==> src/ssw_pkg.sv <==
// Shared constants and types for the supply supervisor and watchdog
package ssw_pkg;
  // Internal time base rate and period
  localparam int unsigned CLK_HZ = 100000000;
  localparam int unsigned CLK_NS = 10;
  // Reset pulse widths, nominal and least, in milliseconds
  localparam int unsigned RST_PULSE_MS = 200;
  localparam int unsigned RST_MIN_MS = 140;
  // Watchdog timeout in milliseconds
  localparam int unsigned WDOG_MS = 1600;
  // Least pushbutton and kick widths in nanoseconds
  localparam int unsigned PB_MIN_NS_3V = 500;
  localparam int unsigned PB_MIN_NS_5V = 150;
  localparam int unsigned KICK_MIN_NS_LO = 100;
  localparam int unsigned KICK_MIN_NS_HI = 50;
  // Prescaler tick of 1 ms, counted in clock cycles
  localparam int unsigned TICK_US = 1000;
  localparam int unsigned TICK_CYC = TICK_US * (CLK_HZ / 1000000);
  // Counts of ticks derived from the times
  localparam int unsigned RST_TICKS = RST_PULSE_MS * 1000 / TICK_US;
  localparam int unsigned RST_MIN_TICKS = (RST_MIN_MS * 1000 + TICK_US - 1) / TICK_US;
  localparam int unsigned WDOG_TICKS = WDOG_MS * 1000 / TICK_US;
  // Cycles that a host holds its pulses, least width rounded up
  localparam int unsigned PB_HOLD_CYC = (PB_MIN_NS_3V + CLK_NS - 1) / CLK_NS;
  localparam int unsigned KICK_HOLD_CYC = (KICK_MIN_NS_LO + CLK_NS - 1) / CLK_NS;
  // Comparator reference and hysteresis in millivolts
  localparam int unsigned AUX_REF_MV = 1250;
  localparam int unsigned AUX_HYST_MV = 10;
  localparam int unsigned AUX_MV_W = 16;
  // Counter widths
  localparam int unsigned PRE_W = 32;
  localparam int unsigned TICK_W = 16;
  // Reset sequencer states, one-hot
  typedef enum logic [2:0] {
    SSW_HOLD = 3'b001,
    SSW_PULSE = 3'b010,
    SSW_RUN = 3'b100
  } ssw_state_t;
endpackage : ssw_pkg

==> src/ssw_link_if.sv <==
// Interface joining the supervisor device and the processor side
`timescale 1ns/10ps
interface ssw_link_if;
  logic reset_n; // Active-low reset to processor
  logic reset; // Active-high reset to processor
  logic kick_timeout_n; // Watchdog timeout, active low
  logic aux_fail_n; // Power-fail flag, active low
  logic pushbutton_reset_n; // Manual reset, active low
  logic kick_input; // Watchdog kick level
  logic kick_oe_n; // Low while the kick line is driven
  modport dev (
    output reset_n, reset, kick_timeout_n, aux_fail_n,
    input pushbutton_reset_n, kick_input, kick_oe_n
  );
  modport host (
    input reset_n, reset, kick_timeout_n, aux_fail_n,
    output pushbutton_reset_n, kick_input, kick_oe_n
  );
endinterface : ssw_link_if

==> src/ssw_device.sv <==
// Supply supervisor: timed reset, watchdog and power-fail flag
// Behaviour
// - Supply low asserts both resets immediately
// - Resets asserted from power-up while supply low
// - Resets release after 200ms above threshold
// - Supply low keeps clearing the pulse timer
// - Reset pulse never shorter than 140ms
// - Pushbutton low resets, same timed release
// - Host holds pushbutton low 500ns/150ns minimum
// - No kick edge in 1.6s drives timeout low
// - Reset clears and stops the watchdog
// - Watchdog starts from zero on reset release
// - Kick pulses 100ns/50ns wide are recognised
// - Disable variant: floating kick stops watchdog
// - Floating kick allowed only when timeout idle
// - Supply low drives timeout low at once
// - Timeout should feed pushbutton, not reset
// - Aux below 1.25V flags fail, 10mV hysteresis
// - Power-fail output may feed the pushbutton
// - Every kick edge clears the watchdog
// - Timeout holds until kick, even through supply low
`timescale 1ns/10ps
module ssw_device #(
  parameter int unsigned TICK_CYC = ssw_pkg::TICK_CYC, // Cycles per 1 ms tick
  parameter bit HAS_DISABLE = 1'b1 // Variant with floating-kick disable
) (
  input wire logic clock_in,
  input wire logic srst_in,
  input wire logic supply_low_in, // Supply below threshold, async
  input wire logic [ssw_pkg::AUX_MV_W-1:0] aux_monitor_in, // Aux level in mV
  ssw_link_if.dev link
);
  // Device state, apart from the pushbutton and kick synchronisers
  typedef struct packed {
    ssw_pkg::ssw_state_t state;
    logic [ssw_pkg::PRE_W-1:0] pre; // Prescaler
    logic [ssw_pkg::TICK_W-1:0] rst_ticks; // Reset pulse timer
    logic [ssw_pkg::TICK_W-1:0] wd_ticks; // Watchdog timer
    logic wd_expired; // Timeout latched
    logic aux_fail; // Comparator output
    logic sup_a; // Supply sync stage one
    logic sup_b; // Supply sync stage two
    logic float_a; // Float sync stage one
    logic float_b; // Float sync stage two
  } ssw_dev_t;
  ssw_dev_t st;
  ssw_dev_t next_st;
  logic pb_level; // Synchronised pushbutton
  logic kick_edge; // One-cycle kick clear
  logic tick; // Prescaler terminal count
  logic trigger; // Any reset cause present
  logic wd_off; // Watchdog disabled by float

  // Pushbutton level through two flops
  ssw_sync u_pb_sync (
    .clock_in(clock_in),
    .srst_in(srst_in),
    .async_in(link.pushbutton_reset_n),
    .init_in(1'b1),
    .level_out(pb_level),
    .edge_out()
  );
  // Kick synchronised, either edge a pulse
  ssw_sync u_kick_sync (
    .clock_in(clock_in),
    .srst_in(srst_in),
    .async_in(link.kick_input),
    .init_in(1'b0),
    .level_out(),
    .edge_out(kick_edge)
  );

  // Last prescaler count; declared before use so strict readers accept it
  localparam logic [ssw_pkg::PRE_W-1:0] PRE_W_LAST = ssw_pkg::PRE_W'(TICK_CYC - 1);
  assign tick = (st.pre == PRE_W_LAST);
  // Floating line only disables in the variant, never once expired
  assign wd_off = HAS_DISABLE && st.float_b && !st.wd_expired;
  assign trigger = st.sup_b || !pb_level;

  // Next-state logic
  always_comb begin
    next_st = st;
    next_st.sup_a = supply_low_in;
    next_st.sup_b = st.sup_a;
    next_st.float_a = link.kick_oe_n;
    next_st.float_b = st.float_a;
    // Free-running prescaler
    next_st.pre = tick ? '0 : st.pre + 1'b1;
    unique case (st.state)
      ssw_pkg::SSW_HOLD: begin
        // Timer held at zero while a cause stands
        next_st.rst_ticks = '0;
        if (!trigger) begin
          next_st.state = ssw_pkg::SSW_PULSE;
        end
      end
      ssw_pkg::SSW_PULSE: begin
        if (trigger) begin
          next_st.state = ssw_pkg::SSW_HOLD;
          next_st.rst_ticks = '0;
        end else if (st.rst_ticks >= ssw_pkg::TICK_W'(ssw_pkg::RST_TICKS)) begin
          // 200 ticks also covers the 140 least
          next_st.state = ssw_pkg::SSW_RUN;
        end else if (tick) begin
          next_st.rst_ticks = st.rst_ticks + 1'b1;
        end
      end
      ssw_pkg::SSW_RUN: begin
        if (trigger) begin
          next_st.state = ssw_pkg::SSW_HOLD;
        end
      end
      default: begin
        next_st.state = ssw_pkg::SSW_HOLD;
      end
    endcase
    // Watchdog counts only while running
    if (st.state != ssw_pkg::SSW_RUN || trigger) begin
      next_st.wd_ticks = '0;
    end else if (kick_edge) begin
      next_st.wd_ticks = '0;
      next_st.wd_expired = 1'b0;
    end else if (wd_off) begin
      next_st.wd_ticks = '0;
    end else if (st.wd_ticks >= ssw_pkg::TICK_W'(ssw_pkg::WDOG_TICKS)) begin
      next_st.wd_expired = 1'b1;
    end else if (tick) begin
      next_st.wd_ticks = st.wd_ticks + 1'b1;
    end
    // Kick edge during reset still clears a stale timeout
    if (kick_edge) begin
      next_st.wd_expired = 1'b0;
    end
    // Comparator with hysteresis band above the reference
    if (aux_monitor_in < ssw_pkg::AUX_MV_W'(ssw_pkg::AUX_REF_MV)) begin
      next_st.aux_fail = 1'b1;
    end else if (aux_monitor_in >=
                 ssw_pkg::AUX_MV_W'(ssw_pkg::AUX_REF_MV + ssw_pkg::AUX_HYST_MV)) begin
      next_st.aux_fail = 1'b0;
    end
  end

  // State register, asserted-reset state after srst
  always_ff @(posedge clock_in) begin
    if (srst_in) begin
      st <= '{state: ssw_pkg::SSW_HOLD, pre: '0, rst_ticks: '0, wd_ticks: '0,
              wd_expired: 1'b0, aux_fail: 1'b0, sup_a: 1'b1, sup_b: 1'b1,
              float_a: 1'b0, float_b: 1'b0};
    end else begin
      st <= next_st;
    end
  end

  // Outputs: reset asserted whenever the state is not run
  assign link.reset_n = (st.state == ssw_pkg::SSW_RUN);
  assign link.reset = (st.state != ssw_pkg::SSW_RUN);
  // Supply low drops timeout at once; released with supply unless wd_expired holds it
  assign link.kick_timeout_n = !(st.wd_expired || st.sup_b);
  assign link.aux_fail_n = !st.aux_fail;
endmodule : ssw_device

==> src/ssw_sync.sv <==
// Two-flop synchroniser with edge detection behind it
`timescale 1ns/10ps
module ssw_sync (
  input wire logic clock_in,
  input wire logic srst_in,
  input wire logic async_in,
  input wire logic init_in,
  output logic level_out,
  output logic edge_out
);
  // Stage one, stage two, and the delayed copy for edges
  typedef struct packed {
    logic s1;
    logic s2;
    logic s3;
  } ssw_sync_t;
  ssw_sync_t st;
  ssw_sync_t next_st;

  // Stage one feeds only stage two
  always_comb begin
    next_st.s1 = async_in;
    next_st.s2 = st.s1;
    next_st.s3 = st.s2;
  end

  // Reset loads the idle level so no false edge appears
  always_ff @(posedge clock_in) begin
    if (srst_in) begin
      st <= {3{init_in}};
    end else begin
      st <= next_st;
    end
  end

  assign level_out = st.s2;
  // Both polarities give one pulse
  assign edge_out = st.s2 ^ st.s3;
endmodule : ssw_sync

==> src/flat_wrapper.sv <==
// flat-port wrapper written by rule: the top's interface ports become plain ports
module ssw_device_flat 
#(
  parameter int unsigned TICK_CYC = ssw_pkg::TICK_CYC,                        
  parameter bit HAS_DISABLE = 1'b1                                      
)
  (clock_in, srst_in, supply_low_in, aux_monitor_in, link_reset_n, link_reset, link_kick_timeout_n, link_aux_fail_n, link_pushbutton_reset_n, link_kick_input, link_kick_oe_n);
  ssw_link_if link_i ();
  input wire logic clock_in;
  input wire logic srst_in;
  input wire logic supply_low_in;
  input wire logic [ssw_pkg::AUX_MV_W-1:0] aux_monitor_in;
  output wire logic [$bits(link_i.reset_n)-1:0] link_reset_n;
  output wire logic [$bits(link_i.reset)-1:0] link_reset;
  output wire logic [$bits(link_i.kick_timeout_n)-1:0] link_kick_timeout_n;
  output wire logic [$bits(link_i.aux_fail_n)-1:0] link_aux_fail_n;
  input wire logic [$bits(link_i.pushbutton_reset_n)-1:0] link_pushbutton_reset_n;
  input wire logic [$bits(link_i.kick_input)-1:0] link_kick_input;
  input wire logic [$bits(link_i.kick_oe_n)-1:0] link_kick_oe_n;
  assign link_reset_n = link_i.reset_n;
  assign link_reset = link_i.reset;
  assign link_kick_timeout_n = link_i.kick_timeout_n;
  assign link_aux_fail_n = link_i.aux_fail_n;
  assign link_i.pushbutton_reset_n = link_pushbutton_reset_n;
  assign link_i.kick_input = link_kick_input;
  assign link_i.kick_oe_n = link_kick_oe_n;
  ssw_device #(.TICK_CYC(TICK_CYC), .HAS_DISABLE(HAS_DISABLE)) u_core (.clock_in(clock_in), .srst_in(srst_in), .supply_low_in(supply_low_in), .aux_monitor_in(aux_monitor_in), .link(link_i));
endmodule
==> config.mk <==
export PLATFORM = sky130hd
export DESIGN_NAME = ssw_device_flat
export DESIGN_NICKNAME = d
export VERILOG_FILES = /design/src/ssw_pkg.sv /design/src/ssw_link_if.sv /design/src/ssw_device.sv /design/src/ssw_sync.sv /design/src/flat_wrapper.sv
export SDC_FILE = /design/constraint.sdc
export NUM_CORES = 1
export LEC_CHECK = 0
export BUFFER_PORTS_ARGS = -buffer_cell sky130_fd_sc_hd__buf_2
export CORE_MARGIN = 2
export CORE_UTILIZATION = 45
export CTS_CLUSTER_SIZE = 40
export DETAILED_ROUTE_END_ITERATION = 7
export GPL_ROUTABILITY_DRIVEN = 0
export SLEW_MARGIN = 20
export SYNTH_ARGS = -nofsm -noshare
export SYNTH_HDL_FRONTEND = slang
export SYNTH_SLANG_ARGS = --single-unit
export TNS_END_PERCENT = 10
==> constraint.sdc <==
create_clock -name clock_in -period 2.9 [get_ports clock_in]
set_input_delay 0.29 -clock clock_in [delete_from_list [all_inputs] [get_ports clock_in]]
set_output_delay 0.29 -clock clock_in [all_outputs]
set_load 0.02 [all_outputs]
==> Yosys cells after proc, flatten, opt, wreduce, memory -nomap -nowiden <==
Index checks and enable logic that the tools add are counted.
{ "word_totals": {"regBits": 78, "latchBits": 0, "ram_bits": 0, "rom_bits": 0, "input_bits": 22, "output_inout_bits": 4, "memories": 0} }
{ "classes": {"addsub": 3, "n_mul": 0, "div": 0, "n_lt_le_gt_ge": 4, "n_eq_ne": 11, "shifts": 0, "mux": 14, "n_bitwise": 3, "n_reduce_logical": 18} }
{ "ops": {"columns": ["op", "n"], "rows": [
  ["16-bit 2-to-1 mux", 3],
  ["16-bit by 1-bit adder with 16-bit output, second input constant", 2],
  ["32-bit by 1-bit adder with 32-bit output, second input constant", 1],
  ["32-bit by 17-bit == test with 1-bit output, second input constant", 1],
  ["16-bit by 11-bit >= comparator with 1-bit output, second input constant", 2],
  ["16-bit one-hot mux with 2 select lines", 1],
  ["16-bit by 8-bit >= comparator with 1-bit output, second input constant", 1],
  ["16-bit by 11-bit < comparator with 1-bit output, second input constant", 1],
  ["3-bit 2-to-1 mux", 4],
  ["3-bit one-hot mux with 3 select lines", 1],
  ["3-bit AND reduction", 3],
  ["3-bit by 1-bit inequality test with 1-bit output, second input constant", 2],
  ["2-bit nonzero test", 3],
  ["1-bit 2-to-1 mux", 5],
  ["1-bit zero test", 4],
  ["2-bit by 1-bit inequality test with 1-bit output, second input constant", 2],
  ["2-bit OR reduction", 2],
  ["4-bit OR reduction", 1],
  ["3-bit by 1-bit == test with 1-bit output, second input constant", 1],
  ["3-bit by 2-bit == test with 1-bit output, second input constant", 1],
  ["3-bit == test, second input constant", 1],
  ["1-bit logical OR", 3],
  ["3-bit by 2-bit inequality test with 1-bit output, second input constant", 1],
  ["3-bit inequality test, second input constant", 1],
  ["other kinds (5)", 6]
]} }

==> Depth between registers and ports, before layout <==
{ "logic_depth": {"ltp_word": 5, "depth_mapped": 7, "mapped_depth_nobuf": 6} }

==> Modules after synthesis <==
Synthesis repeated with hierarchy kept, for this count alone.
{ "unflattened": {"hier_cells": 392, "area_unflattened_um2": 3528.4} }
{ "by_module_without_submodules": {"columns": ["mod", "instances", "cells_per_inst", "area_each_um2"], "rows": [
  ["ssw_device", 1, 378, 3323.2],
  ["ssw_sync", 2, 7, 102.6]
]} }

==> Worst setup path after synthesis <==
No wires, ideal clock.
{ "synth_path": {"kind": "register -> register", "startpoint": "reg u_core.st[38] (netlist bit)", "endpoint": "reg u_core.st[27] (netlist bit)", "setup_ps": 70, "arrival_ps": 2095, "required_ps": 2830, "setup_slack_ps": 735, "path_stages_with_launch": 7, "period_less_slack_ps": 2165, "path_cell_list": "dfxtp_1 ha_1 nand4_1 a2111oi_0 or4b_4 or4_1 a21oi_1"} }
{ "synth_via": {"elab_chain_len": 3} }
{ "synth_lines": {"columns": ["item", "line", "rtl"], "rows": [
  ["from (decl)", "ssw_device.sv:46", "ssw_dev_t st;"],
  ["from (signal assigned)", "ssw_device.sv:146", "st <= '{state: ssw_pkg::SSW_HOLD, pre: '0, rst_ticks: '0, wd_ticks: '0,"],
  ["from (signal assigned)", "ssw_device.sv:150", "st <= next_st;"],
  ["32-bit by 17-bit == test with 1-bit output", "ssw_device.sv:75", "assign tick = (st.pre == PRE_W_LAST);"],
  ["3-bit by 1-bit inequality test with 1-bit output (no line)", null, null],
  ["3-bit AND reduction (no line)", null, null]
]} }
Every way passes these cells.
A chain may end at the register's enable or synchronous reset.

==> Final worst setup path <==
{ "layout_path": {"startpoint": "reg u_core.st[60] (netlist bit)", "endpoint": "reg u_core.st[27] (netlist bit)"} }
The elaborated chain is that of the path after synthesis.

==> summary.md <==
| Metric | Value |
|---|---|
| Outcome | `finished clean` |
| Standard cell core area | `7180 um^2` |
| Total number of vias | `2621` |
| Die boundary width | `89.8 um` |
| Number of vias per cell after detailed routing | `5.23` |
| Dpl hpwl | `4240 um` |
| Quantity of gates resized following cts | `0` |
| Overall global routing resource usage | `0.162` |
| Routed WL per cell | `12.5 um` |
| Area Growth Syn to Fin | `14.9%` |
| Total Wirelength | `6260 um` |
| Final nets | `424` |
| Met1 wire length | `3240 um` |
| Commonest non-fill, non-tap cell in the layout | `sky130_fd_sc_hd__dfxtp_1` |
| Share of flip-flops with an asynchronous set or reset after synthesis | `0` |
| Number of global-route vias before repair | `2371` |
| Max Cap Viol | `0` |
| Antenna-violating nets left | `0` |
| Maximum number of pins on one net before global-route repair | `32` |
| Critical path data arrival time | `2.83 ns` |
| Final worst path period share | `0.878` |
| Count of inserted antenna diode cells | `0` |
| Cell at the root of the clock tree | `sky130_fd_sc_hd__clkbuf_8` |
| Highest cell delay on the worst timing path | `0.74 ns` |
| Number of buffers added on ports | `24` |
| Global-route wire length before repair | `10900 um` |
| Die Height | `89.8 um` |
| Power density over the cells | `581 nW/um^2` |
| CTS tree | `done` |
| Initial detailed-routing violation count | `116` |
| Worst Clk Skew | `0.00908 ns` |
| Commonest cells after routing, fill and taps aside | `sky130_fd_sc_hd__dfxtp_1 (78), sky130_fd_sc_hd__nor2_1 (44), sky130_fd_sc_hd__xor2_1 (24), sky130_fd_sc_hd__buf_2 (24), sky130_fd_sc_hd__a21oi_1 (19)` |
| Count of warnings emitted by yosys | `0` |
| Latest clock arrival within the worst-skew pair | `0.35 ns` |
| Detailed route wirelength on metal2 | `2740 um` |
| Rows | `31` |
| Post-route minimum period | `2.55 ns` |
| Startpoint kind of the worst setup timing path | `flop` |
| Met3 Routed Length | `208 um` |
| Post-CTS clock slew at the launch and capture registers of the worst setup and hold paths | `0.08 ns` |
| Boundary Pins | `26` |
| Net count of the mapped netlist | `397` |
| IR drop worst, VDD | `298 uV` |
| Length of the first detailed-routing pass in iterations | `5` |
| Initial Utilization | `0.461` |
| Worst-path cell chain | `nor4_1 -> nand4_1 -> or4b_4 -> or4_1 -> a21oi_1` |
| Setup Total Neg Slack | `0 ns` |
| RSZ-0062 raised after global routing | `false` |
| Ratio of cells with drive above 1 in the final layout | `0.114` |
| Residual DRC count | `0` |
| Number of failing hold endpoints at the final stage | `0` |
| Syn Area/Cell | `8.95 um^2` |
| Number of buffers created by CTS | `9` |
| Worst min-delay path category | `input pin to flop` |
| Total of flip-flops plus latches after synthesis | `78` |
| CP endpoint kind | `flop` |
| Seq/Total Area, Yosys | `0.472` |
| Number of clock sinks | `78` |
| Uppermost layer routed | `met4` |
| Standby leakage power | `0.00138 uW` |
| Max Clock Freq | `0.393 GHz` |
| Synth Cell Area | `3310 um^2` |
| Area share of the largest cell type after synthesis | `0.472` |
| Least-Margin Pin Slew | `0.594 ns` |
| Kind of cell adding the most delay to the critical path | `simple AND/OR/NAND/NOR gates` |
| Post-CTS setup buffer count | `0` |
| Count of hold-fix buffers inserted at cts | `0` |
| Most common flop cell mapped by yosys | `sky130_fd_sc_hd__dfxtp_1` |
| Tightest slew margin relative to the limit | `0.601` |
| Buffer levels on the longest clock path | `2` |
| Req. time, crit path | `3.18 ns` |
| # H-tree levels | `3` |
| Slowest stage cell, crit path | `sky130_fd_sc_hd__or4b_4` |
| Final number of max-transition violations | `0` |
| Number of antenna violations at the first check in global routing | `0` |
| Post-route worst hold slack | `0.108 ns` |
| Setup-failing EPs final | `0` |
| Leading area contributor after synthesis | `sky130_fd_sc_hd__dfxtp_1` |
| Crit path buffers/inverters | `0` |
| Worst Setup Path Type | `flop to flop` |
| Die area | `8060 um^2` |
| Total congestion overflow after global routing | `0` |
| Ranking of synthesized cells by area | `sky130_fd_sc_hd__dfxtp_1 (47%), sky130_fd_sc_hd__xor2_1 (6.3%), sky130_fd_sc_hd__nor2_1 (5.0%)` |
| Count of different cell masters after synthesis | `42` |
| Post-synth EDFFs | `0` |
| Number of instances in the synthesized netlist | `370` |
| Largest fanout on the critical path | `16` |
-- worst reg2reg max path, delay by kind of cell, from the launching register on --
kind | cells | cell delay, ns
AO/OA/AOI/OAI | 1 | 0.15
flip-flops | 1 | 0.34
AND/OR/NAND/NOR | 4 | 1.99
-- cells by family after synthesis --
group           after synthesis  synth area share
compound gates               48            0.0903
xor+xnor                     32            0.0847
fa+ha+maj                     5            0.0189
buf+inv                      21            0.0242
flops                        78             0.472
mux                           1           0.00302
simple gates                185             0.307
-- cell usage after synthesis, types with 2 or more instances --
cell                        number
sky130_fd_sc_hd__dfxtp_1        78
sky130_fd_sc_hd__nor2_1         44
sky130_fd_sc_hd__xor2_1         24
sky130_fd_sc_hd__a21oi_1        19
sky130_fd_sc_hd__nand2_1        18
sky130_fd_sc_hd__nand3_1        17
sky130_fd_sc_hd__and3_1         15
sky130_fd_sc_hd__nand4_1        15
sky130_fd_sc_hd__and2_1         13
sky130_fd_sc_hd__nor4_1         12
sky130_fd_sc_hd__clkbuf_1       10
sky130_fd_sc_hd__inv_1           9
sky130_fd_sc_hd__or3_1           8
sky130_fd_sc_hd__xnor2_1         8
sky130_fd_sc_hd__nor3_1          7
sky130_fd_sc_hd__or2_1           7
sky130_fd_sc_hd__nor2b_1         6
sky130_fd_sc_hd__o31ai_1         6
sky130_fd_sc_hd__or4_1           6
sky130_fd_sc_hd__ha_1            5
sky130_fd_sc_hd__nand2b_1        5
sky130_fd_sc_hd__nand3b_1        4
sky130_fd_sc_hd__o21ai_0         4
sky130_fd_sc_hd__o21ai_1         4
sky130_fd_sc_hd__and4_1          3
sky130_fd_sc_hd__o211ai_1        3
sky130_fd_sc_hd__a2111oi_0       2
sky130_fd_sc_hd__a211oi_1        2
sky130_fd_sc_hd__nand4b_1        2
sky130_fd_sc_hd__o21a_1          2
-- path summary, 6_finish.rpt --
kind	startpoint	to	slack, ns	cells past startpoint
max	u_core.st[60]	u_core.st[27]	0.35	5
min	aux_monitor_in[11]	u_core.st[4]	0.11	2
max reg2reg	u_core.st[60]	u_core.st[27]	0.35	5
min reg2reg	u_core.next_st[2]	u_core.st[2]	0.41	1
-- where the power goes --
group | internal (uW) | switching (uW) | leakage [uW]
Clock | 663 | 414 | 0.000134
Combinational | 21.9 | 25.8 | 0.000611
Sequential | 1080 | 6.46 | 0.000631
-- layer usage --
| metal | track usage | vias to the layer above |
|---|---|---|
| met5 | 0 | - |
| met4 | 0.0500 | 0 |
| met3 | 0.0553 | 7 |
| met2 | 0.240 | 29 |
| met1 | 0.223 | 1217 |
| li1 | - | 1368 |
-- per-stage QoR --
| stage | instances | area, um^2 | setup slack (ns) | util | total power, uW |
|---|---|---|---|---|---|
| finish | 501 | 3800 | 0.353 | 0.530 | 2210 |
| global route | 501 | 3800 | 0.220 | 0.530 | 2300 |
| CTS | 501 | 3800 | 0.359 | 0.530 | 2230 |
| detailed placement | 485 | 3530 | 0.387 | 0.493 | 1160 |
| global placement | 485 | 3530 | 0.408 | 0.493 | 1160 |
| floorplan | 370 | 3310 | 0.735 | - | 1140 |
-- cell type report --
| class | instances | area (um^2) |
|---|---|---|
| Timing Repair Buffer | 27 | 143 |
| Inverter | 10 | 37.5 |
| Clock inverter | 7 | 146 |
| Tap cell | 99 | 124 |
| Fill cell | 674 | 3370 |
| Sequential cell | 78 | 1560 |
| Clock buffer | 9 | 124 |
| Multi-Input combinational cell | 271 | 1670 |
-- sequential cells by signal (all words and copies together), names as in the netlist --
name and count:
u_core.st 71, u_core.next_st 2, u_core.u_kick_sync.level_out 1, u_core.u_kick_sync.next_st 1
u_core.u_kick_sync.st 1, u_core.u_pb_sync.level_out 1, u_core.u_pb_sync.next_st 1
Note: power is estimated with default switching activity, not from simulation.
